### src/rtl/swl_params.svh
/*
  Constants of the write-enable latch block of a 512 x 8 serial memory: opcodes, status field positions,
  reset values and timing counts. Assumes a 20 MHz system clock.
*/
`ifndef SWL_PARAMS_SVH
`define SWL_PARAMS_SVH

// ----------------------------------------
// opcodes
// ----------------------------------------
`define SWL_OP_SET_WE      8'h06
`define SWL_OP_CLR_WE      8'h04
`define SWL_OP_STAT_RD     8'h05
`define SWL_OP_STAT_WR     8'h01
`define SWL_OP_WR_LO       8'h02
`define SWL_OP_WR_HI       8'h0A
`define SWL_OP_RD_LO       8'h03
`define SWL_OP_RD_HI       8'h0B
`define SWL_OP_A8_BIT      3

// ----------------------------------------
// status register fields and reset values
// ----------------------------------------
`define SWL_ST_WE_LATCH_BIT 1
`define SWL_ST_BP0_BIT     2
`define SWL_ST_BP1_BIT     3
`define SWL_WE_LATCH_RST   1'b0
`define SWL_BP_RST         2'h0

// ----------------------------------------
// timing
// ----------------------------------------
`define SWL_CLK_HZ         20000000
`define SWL_PU_DELAY_MS    1
`define SWL_PU_DELAY_CYC   ((`SWL_PU_DELAY_MS * `SWL_CLK_HZ + 999) / 1000)

`endif

### src/rtl/swl_pkg.sv
/*
  Types of the write-enable latch block. Assumes swl_params.svh is on the include path.
*/
`default_nettype none
package swl_pkg;
  typedef enum logic [2:0] {
    SWL_IDLE,
    SWL_OPCODE,
    SWL_ADDR,
    SWL_WDATA,
    SWL_RDATA,
    SWL_SWR,
    SWL_IGNORE
  } swl_state_t;

  typedef enum logic [2:0] {
    SWL_OPC_NONE,
    SWL_OPC_SETWE,
    SWL_OPC_CLRWE,
    SWL_OPC_SRD,
    SWL_OPC_SWR,
    SWL_OPC_WR,
    SWL_OPC_RD
  } swl_opc_t;
endpackage
`default_nettype wire

### src/rtl/swl_latch.sv
/*
  Serial memory slave core around the write-enable latch: command decode, 512 x 8 array,
  status register. SPI mode 0/3, msb first. Assumes sck, cs and si are asynchronous pins
  sampled at 20 MHz, with the serial clock well below a quarter of that rate.
*/
`timescale 1ns/1ps
`default_nettype none
`include "swl_params.svh"

module swl_latch
  import swl_pkg::*;
#(
  parameter int PU_DELAY_CYC = `SWL_PU_DELAY_CYC
) (
  // clock and reset
  input  wire logic clk_i,
  input  wire logic rst_b_i,
  // serial link pins
  input  wire logic cs_b_i,
  input  wire logic sck_i,
  input  wire logic si_i,
  output logic      so_o,
  output logic      so_oe_o,
  // observation
  output logic      write_enable_latch_o,
  output logic      powerup_ready_o
);
  // ----------------------------------------
  // pin sampling
  // ----------------------------------------
  logic [2:0] lvl;
  logic [2:0] rise;
  logic [2:0] fall;

  swl_pin_sync #(.W(3)) u_sync (
    .clk_i  (clk_i),
    .rst_b_i(rst_b_i),
    .pin_i  ({si_i, sck_i, cs_b_i}),
    .lvl_o  (lvl),
    .rise_o (rise),
    .fall_o (fall)
  );

  logic cs_act;
  logic cs_end;
  logic sck_rise;
  logic sck_fall;
  logic si_s;
  assign cs_act   = ~lvl[0];
  assign cs_end   = rise[0];
  assign sck_rise = rise[1] & cs_act;
  assign sck_fall = fall[1] & cs_act;
  assign si_s     = lvl[2];

  // ----------------------------------------
  // opcode decode
  // ----------------------------------------
  function automatic swl_opc_t decode(input logic [7:0] op);
    unique case (op)
      `SWL_OP_SET_WE:              decode = SWL_OPC_SETWE;
      `SWL_OP_CLR_WE:              decode = SWL_OPC_CLRWE;
      `SWL_OP_STAT_RD:             decode = SWL_OPC_SRD;
      `SWL_OP_STAT_WR:             decode = SWL_OPC_SWR;
      `SWL_OP_WR_LO, `SWL_OP_WR_HI: decode = SWL_OPC_WR;
      `SWL_OP_RD_LO, `SWL_OP_RD_HI: decode = SWL_OPC_RD;
      default:                     decode = SWL_OPC_NONE;
    endcase
  endfunction

  // ----------------------------------------
  // power-up guard
  // ----------------------------------------
  // frames before the host's wait has run out are dropped as illegal
  logic [$clog2(PU_DELAY_CYC+1)-1:0] pu_cnt_q;
  logic                              pu_ready_q;

  always_ff @(posedge clk_i or negedge rst_b_i) begin
    if (!rst_b_i) begin
      pu_cnt_q   <= '0;
      pu_ready_q <= 1'b0;
    end else if (!pu_ready_q) begin
      pu_cnt_q   <= pu_cnt_q + 1'b1;
      pu_ready_q <= (pu_cnt_q == ($clog2(PU_DELAY_CYC+1))'(PU_DELAY_CYC - 1));
    end
  end
  assign powerup_ready_o = pu_ready_q;

  // ----------------------------------------
  // shift engine and sequencer
  // ----------------------------------------
  swl_state_t  state_q;
  logic [7:0]  sh_q;
  logic [2:0]  bit_q;
  logic [7:0]  op_q;
  logic [8:0]  addr_q;
  logic [7:0]  tx_q;
  logic        wrote_q;  // a write took effect in this frame
  logic        we_latch_q;
  logic        cmd1_q;   // exactly one whole byte so far in this frame
  logic [1:0]  bp_q;
  logic [7:0]  mem_q [512];

  logic [7:0] rx_byte;
  logic       byte_done;
  assign rx_byte   = {sh_q[6:0], si_s};
  assign byte_done = sck_rise & (bit_q == 3'h7);

  logic [7:0] status;
  always_comb begin
    status = 8'h00;
    status[`SWL_ST_WE_LATCH_BIT] = we_latch_q;
    status[`SWL_ST_BP0_BIT] = bp_q[0];
    status[`SWL_ST_BP1_BIT] = bp_q[1];
  end

  always_ff @(posedge clk_i or negedge rst_b_i) begin
    if (!rst_b_i) begin
      state_q <= SWL_IDLE;
      sh_q    <= 8'h00;
      bit_q   <= 3'h0;
      op_q    <= 8'h00;
      addr_q  <= 9'h000;
    end else if (!cs_act) begin
      state_q <= SWL_IDLE;
      bit_q   <= 3'h0;
    end else if (state_q == SWL_IDLE) begin
      state_q <= pu_ready_q ? SWL_OPCODE : SWL_IGNORE;
    end else if (sck_rise) begin
      sh_q  <= rx_byte;
      bit_q <= bit_q + 3'h1;
      if (byte_done) begin
        unique case (state_q)
          SWL_OPCODE: begin
            op_q <= rx_byte;
            addr_q[8] <= rx_byte[`SWL_OP_A8_BIT];
            unique case (decode(rx_byte))
              SWL_OPC_WR:  state_q <= we_latch_q ? SWL_ADDR : SWL_IGNORE;
              SWL_OPC_RD:  state_q <= SWL_ADDR;
              SWL_OPC_SRD: state_q <= SWL_RDATA;
              SWL_OPC_SWR: state_q <= we_latch_q ? SWL_SWR : SWL_IGNORE;
              default:     state_q <= SWL_IGNORE;
            endcase
          end
          SWL_ADDR: begin
            addr_q[7:0] <= rx_byte;
            state_q <= (decode(op_q) == SWL_OPC_WR) ? SWL_WDATA : SWL_RDATA;
          end
          SWL_WDATA: addr_q <= addr_q + 9'h001;
          SWL_RDATA: if (decode(op_q) == SWL_OPC_RD) addr_q <= addr_q + 9'h001;
          SWL_SWR:    state_q <= SWL_IGNORE;
          SWL_IGNORE: state_q <= SWL_IGNORE;
          SWL_IDLE:   state_q <= SWL_IDLE;
        endcase
      end
    end
  end

  // ----------------------------------------
  // array and block-protect bits
  // ----------------------------------------
  // block-protect bits are stored only; array protection is outside this block
  always_ff @(posedge clk_i or negedge rst_b_i) begin
    if (!rst_b_i) begin
      bp_q <= `SWL_BP_RST;
    end else if (byte_done && state_q == SWL_SWR) begin
      bp_q <= {rx_byte[`SWL_ST_BP1_BIT], rx_byte[`SWL_ST_BP0_BIT]};
    end
  end

  // array has no reset: nonvolatile content is not cleared by power-up
  always_ff @(posedge clk_i) begin
    if (byte_done && state_q == SWL_WDATA) begin
      mem_q[addr_q] <= rx_byte;
    end
  end

  // ----------------------------------------
  // write-enable latch
  // ----------------------------------------
  always_ff @(posedge clk_i or negedge rst_b_i) begin
    if (!rst_b_i) begin
      wrote_q <= 1'b0;
    end else if (cs_end) begin
      wrote_q <= 1'b0;
    end else if (byte_done && (state_q == SWL_WDATA || state_q == SWL_SWR)) begin
      wrote_q <= 1'b1;
    end
  end

  // one-byte commands count only if cs rises right after the eighth bit
  always_ff @(posedge clk_i or negedge rst_b_i) begin
    if (!rst_b_i) begin
      cmd1_q <= 1'b0;
    end else if (!cs_act) begin
      cmd1_q <= 1'b0;
    end else if (sck_rise) begin
      cmd1_q <= byte_done && (state_q == SWL_OPCODE);
    end
  end

  always_ff @(posedge clk_i or negedge rst_b_i) begin
    if (!rst_b_i) begin
      we_latch_q <= `SWL_WE_LATCH_RST;
    end else if (cs_end && cmd1_q) begin
      if (decode(op_q) == SWL_OPC_SETWE) begin
        we_latch_q <= 1'b1;
      end else if (decode(op_q) == SWL_OPC_CLRWE) begin
        we_latch_q <= 1'b0;
      end
    end else if (cs_end && wrote_q && op_q != `SWL_OP_WR_HI) begin
      // opcode 0x0A write cycles do not clear the latch, as in silicon
      we_latch_q <= 1'b0;
    end
  end
  assign write_enable_latch_o = we_latch_q;

  // ----------------------------------------
  // serial output
  // ----------------------------------------
  logic [7:0] tx_load;
  assign tx_load = (decode(op_q) == SWL_OPC_SRD) ? status : mem_q[addr_q];

  // first bit of each byte taken straight from tx_load: a copy made
  // before the address byte ended would be stale
  always_ff @(posedge clk_i or negedge rst_b_i) begin
    if (!rst_b_i) begin
      tx_q    <= 8'h00;
      so_o    <= 1'b0;
      so_oe_o <= 1'b0;
    end else if (!cs_act || state_q != SWL_RDATA) begin
      so_oe_o <= 1'b0;
      so_o    <= 1'b0;
      tx_q    <= 8'h00;
    end else if (sck_fall) begin
      so_oe_o <= 1'b1;
      if (bit_q == 3'h0) begin
        so_o <= tx_load[7];
        tx_q <= {tx_load[6:0], 1'b0};
      end else begin
        so_o <= tx_q[7];
        tx_q <= {tx_q[6:0], 1'b0};
      end
    end
  end
endmodule // swl_latch
`default_nettype wire

### src/rtl/swl_pin_sync.sv
/*
  Two-flop synchroniser plus edge detect for the serial pins.
  Assumes pins are asynchronous to clk_i.
*/
`timescale 1ns/1ps
`default_nettype none
module swl_pin_sync #(
  parameter int W = 4
) (
  // clock and reset
  input  wire logic         clk_i,
  input  wire logic         rst_b_i,
  // pins
  input  wire logic [W-1:0] pin_i,
  // synchronised level and edges
  output logic      [W-1:0] lvl_o,
  output logic      [W-1:0] rise_o,
  output logic      [W-1:0] fall_o
);
  logic [W-1:0] m1_q;
  logic [W-1:0] m2_q;
  logic [W-1:0] m3_q;

  always_ff @(posedge clk_i or negedge rst_b_i) begin
    if (!rst_b_i) begin
      m1_q <= '1;
      m2_q <= '1;
      m3_q <= '1;
    end else begin
      m1_q <= pin_i;
      m2_q <= m1_q;
      m3_q <= m2_q;
    end
  end

  // edges compare only the second and third flops
  assign lvl_o  = m2_q;
  assign rise_o = m2_q & ~m3_q;
  assign fall_o = ~m2_q & m3_q;
endmodule // swl_pin_sync
`default_nettype wire

### config.mk
export PLATFORM = sky130hd
export DESIGN_NAME = swl_latch
export DESIGN_NICKNAME = d
export VERILOG_FILES = /design/src/rtl/swl_pkg.sv /design/src/rtl/swl_latch.sv /design/src/rtl/swl_pin_sync.sv
export VERILOG_INCLUDE_DIRS = /design/src /design/src/rtl
export SDC_FILE = /design/constraint.sdc
export NUM_CORES = 2
export LEC_CHECK = 0
export ABC_AREA = 1
export BUFFER_PORTS_ARGS = -buffer_cell sky130_fd_sc_hd__buf_2
export CORE_UTILIZATION = 40
export CTS_BUF_LIST = sky130_fd_sc_hd__clkbuf_4 sky130_fd_sc_hd__clkbuf_8
export DETAILED_ROUTE_END_ITERATION = 10
export PLACE_DENSITY = 0.53
export SYNTH_ARGS = -nofsm -noshare
export SYNTH_HDL_FRONTEND = slang
export SYNTH_MEMORY_MAX_BITS = 65536
export SYNTH_SLANG_ARGS = --single-unit
### constraint.sdc
create_clock -name clk_i -period 9.15 [get_ports clk_i]
set_input_delay 1.3725 -clock clk_i [delete_from_list [all_inputs] [get_ports clk_i]]
set_output_delay 1.3725 -clock clk_i [all_outputs]
set_load 0.005 [all_outputs]
==> out/results.ini <==
[clock_network]
clockBufferDepth = 4
ctsResizeCount = 0
hold_buffers = 1
clk_latency_ps = 1240
cts_max_level = 6
cts.sink_count = 4164
cts_tree = done
post-cts-setup-buffers = 0
cts_buffers = 692
clockRootBuffer = clkbuf_8
clk_pin_slew_ps = 70

[pwr]
p_clk_share_pct = 38.4
p_sw_share_pct = 24.3
p_leak_nw = 66.3
p_per_area_mw_per_mm2 = 222
power.internal_mw = 31.5
vdd_drop_max_v = 0.000216
p_comb_share_pct = 5.7
pwr-share-seq_pct = 55.9
power.switching_mw = 10.1

[placed_design]
dp_hpwl_mm = 270
port_buffers = 8
dp_cells = 19419
post_dp_cell_area_mm2 = 0.174
place_congestion = 0.834

[logic_synthesis]
synth_top_family_by_area = simple AND/OR/NAND/NOR gates
synth_edf_count = 4096
synth_seq_cells = 4164
ys.warnings.count = 0
synth_mux_area_share_pct = 0
synth_xor_area_share_pct = 0.0723
synth_compound_area_share_pct = 8.29
avgSynthCellArea_um2 = 11.7
synth-adder-area-share_pct = 0.103
synth-simple-area-share_pct = 14.3
synth-main-ff-cell = edfxtp_1
syn-instance-count = 14486
synth_nets = 14505
synthArstFlopShare_pct = 1.63
synth_seq_area_share_pct = 73.6
netlist_area_mm2 = 0.170
yosysUniqueCellTypes = 47

[sta]
finClkSkew_ps = 79.6
period_needed_ps = 5110
slew_viol_final = 0
rsz0062_at_grt = false
max_freq_mhz = 196
slew_headroom_pct = 18.5
setup_viol = 0
worst_pin_slew_ps = 1210
finalCritPeriodShare_pct = 55.9
hold_viol_final = 0
tns_ps = 0

[setup_path]
reg2reg_slack_ps = 4040
cp_common_cell = nand2_1
cp-end-kind = register
critPathBufInv = 3
critPathMaxFanout = 136
crit_slowest_cell = dfrtp_4
cp-startpoint = addr_q[0]
cp.arrival_ps = 6280
worst_r2r_startpoint = addr_q[0]
crit_chain = buf_4 > buf_12 > buf_4 > nor2_1 > nor2_1 > o21ai_0 > nand2_1 > nand2_1 > nand2_1 > nor2_1 > nor2_1 > nor2_1 > nand2_1 > nor2_1 > nand2_1 > nor2_1 > nand2_1 > nand2_1 > nand2_1 > nand2_1 > nand2_1
critPathKind = reg -> reg
worst_ep_required_time_ps = 10320
max_stage_delay_ps = 940
critPathTopFamily = simple AND/OR/NAND/NOR gates
critPathLaunchType = register

[route]
ant_nets = 0
drc = 0
routedWlPerCell_um = 24.4
drtIter0Drc = 11279
vias = 110446
first_pass_iters = 6
viasPerCell = 5.35
postRouteWirelength_mm = 503

[global_route]
first_global_vias = 104924
grt_pass1_wl_mm = 733
gr-total-overflow = 0
grt_antenna_before_repair = 23
track_usage_pct = 23.0
grt_max_degree = 197

[die]
die_h_um = 653
dieArea_mm2 = 0.426
io_pins = 9
die_w_um = 653
start_util_pct = 40.3
rows = 238
coreArea_mm2 = 0.421

[layout]
nFillCells = 39046
nets = 14493
post-route-cell-area_mm2 = 0.187
area_delta_synth_final_pct = 10.5
drive_above_1_share_pct = 8.83
final_common_cell = edfxtp_1
multiInputGateArea_mm2 = 0.0389
final-seq-area_mm2 = 0.125
layout_common_cells = edfxtp_1, nor2_1, nand2_1
layoutNonFillerInstCount = 20655

[worst_hold_path]
hp-start = si_i
hold_path_class = in -> reg

[job]
cap_violations = 0

[status]
status = completed

-- synth_stat cells, drive strengths merged, types with 30 or more instances --
library cell,count,area [um2]
edfxtp,4096,123000
clkbuf,337,1270
o22ai,481,3010
o21ai,2067,10300
buf,578,3420
nand4,84,526
nand3,212,1060
nand2,2853,10700
dfrtp,60,1500
a21oi,68,340
nor2,3133,11800
inv,391,1470
nor3,30,150
-- worst paths after layout --
kind                             endpoint  depth (start not counted)
setup reg to reg                  tx_q[2]                         21
hold reg to reg            u_sync.m3_q[1]                          0
hold / removal             u_sync.m1_q[2]                          1
setup / recovery                  tx_q[2]                         21
max in group asynchronous         sh_q[3]                          3
min in group asynchronous  u_sync.m1_q[1]                          2
-- through the flow --
| stage | utilization (%) | power [mW] | setup WS [ps] | hold slack, ps |
|---|---|---|---|---|
| 6_report | 44.5 | 41.6 | 4040 | 259 |
| 5_1_grt | 44.5 | 42.8 | 3830 | 175 |
| 4_1_cts | 44.5 | 41.8 | 4230 | 113 |
| 3_5_place_dp | 41.4 | 26.0 | 4240 | 348 |
| 3_3_place_gp | 41.4 | 26.0 | 4260 | 347 |
| 2_1_floorplan | - | 25.4 | 749 | 345 |
-- power by group through the flow --
| stage | Sequential [mW] | Clock [mW] | Combinational, mW |
|---|---|---|---|
| final | 23.2 | 15.9 | 2.37 |
| after global routing | 23.2 | 17.0 | 2.53 |
| after CTS | 23.2 | 16.2 | 2.39 |
| after detailed placement | 23.6 | 0 | 2.39 |
| after global placement | 23.6 | 0 | 2.36 |
| after floorplan | 25.3 | 0 | 0.153 |
-- logic make-up (layout without fill, tap and decap cells) --
| kind of cell | Yosys count | in the layout |
|---|---|---|
| DFF | 4164 | 4164 |
| AOI/OAI and AO/OA | 2662 | 2662 |
| other | 0 | 4 |
| adders and majority gates | 14 | 14 |
| xor gates and xnor gates | 14 | 14 |
| and+or+nand+nor | 6324 | 6324 |
| buffers and inverters | 1308 | 1833 |
-- routing by layer --
| layer | GRT usage (%) | up-vias | wire length (um) |
|---|---|---|---|
| met2 | 35.9 | 3801 | 229000 |
| met4 | 6.87 | 10 | 14200 |
| met3 | 3.61 | 796 | 35200 |
| met1 | 33.3 | 55214 | 224000 |
| li1 | - | 50625 | - |
| met5 | 0 | - | 56 |
-- state kept, by name (all words and copies together) (netlist names) --
register              cells
tx_q                      7
pu_cnt_q                 15
state_q                   3
mem_q                  4096
u_sync.lvl_o              3
wrote_q                   1
u_sync.m3_q               2
bit_q                     3
op_q                      8
powerup_ready_o           1
addr_q                    9
u_sync.m1_q               3
so_oe_o                   1
so_o                      1
bp_q                      2
cmd1_q                    1
write_enable_latch_o      1
sh_q                      7
-- worst register-to-register path, delay by kind of cell (launching register included) --
family / cells / cell delay [ps]
and+or+nand+nor: 17 / 2210
buffers and inverters: 3 / 1810
DFF: 1 / 940
AOI/OAI and AO/OA: 1 / 100
-- cell type report --
type                    count  share of cell area [%]
clock buffers             962                    6.19
well taps                5640                    3.77
clock inverters           269                   0.812
flip-flops and latches   4164                    66.6
multi-input cells        9014                    20.8
repair buffers            209                    1.06
diodes                      4                 0.00534
inverters                 393                   0.799
(Power assumes the default switching activity.)
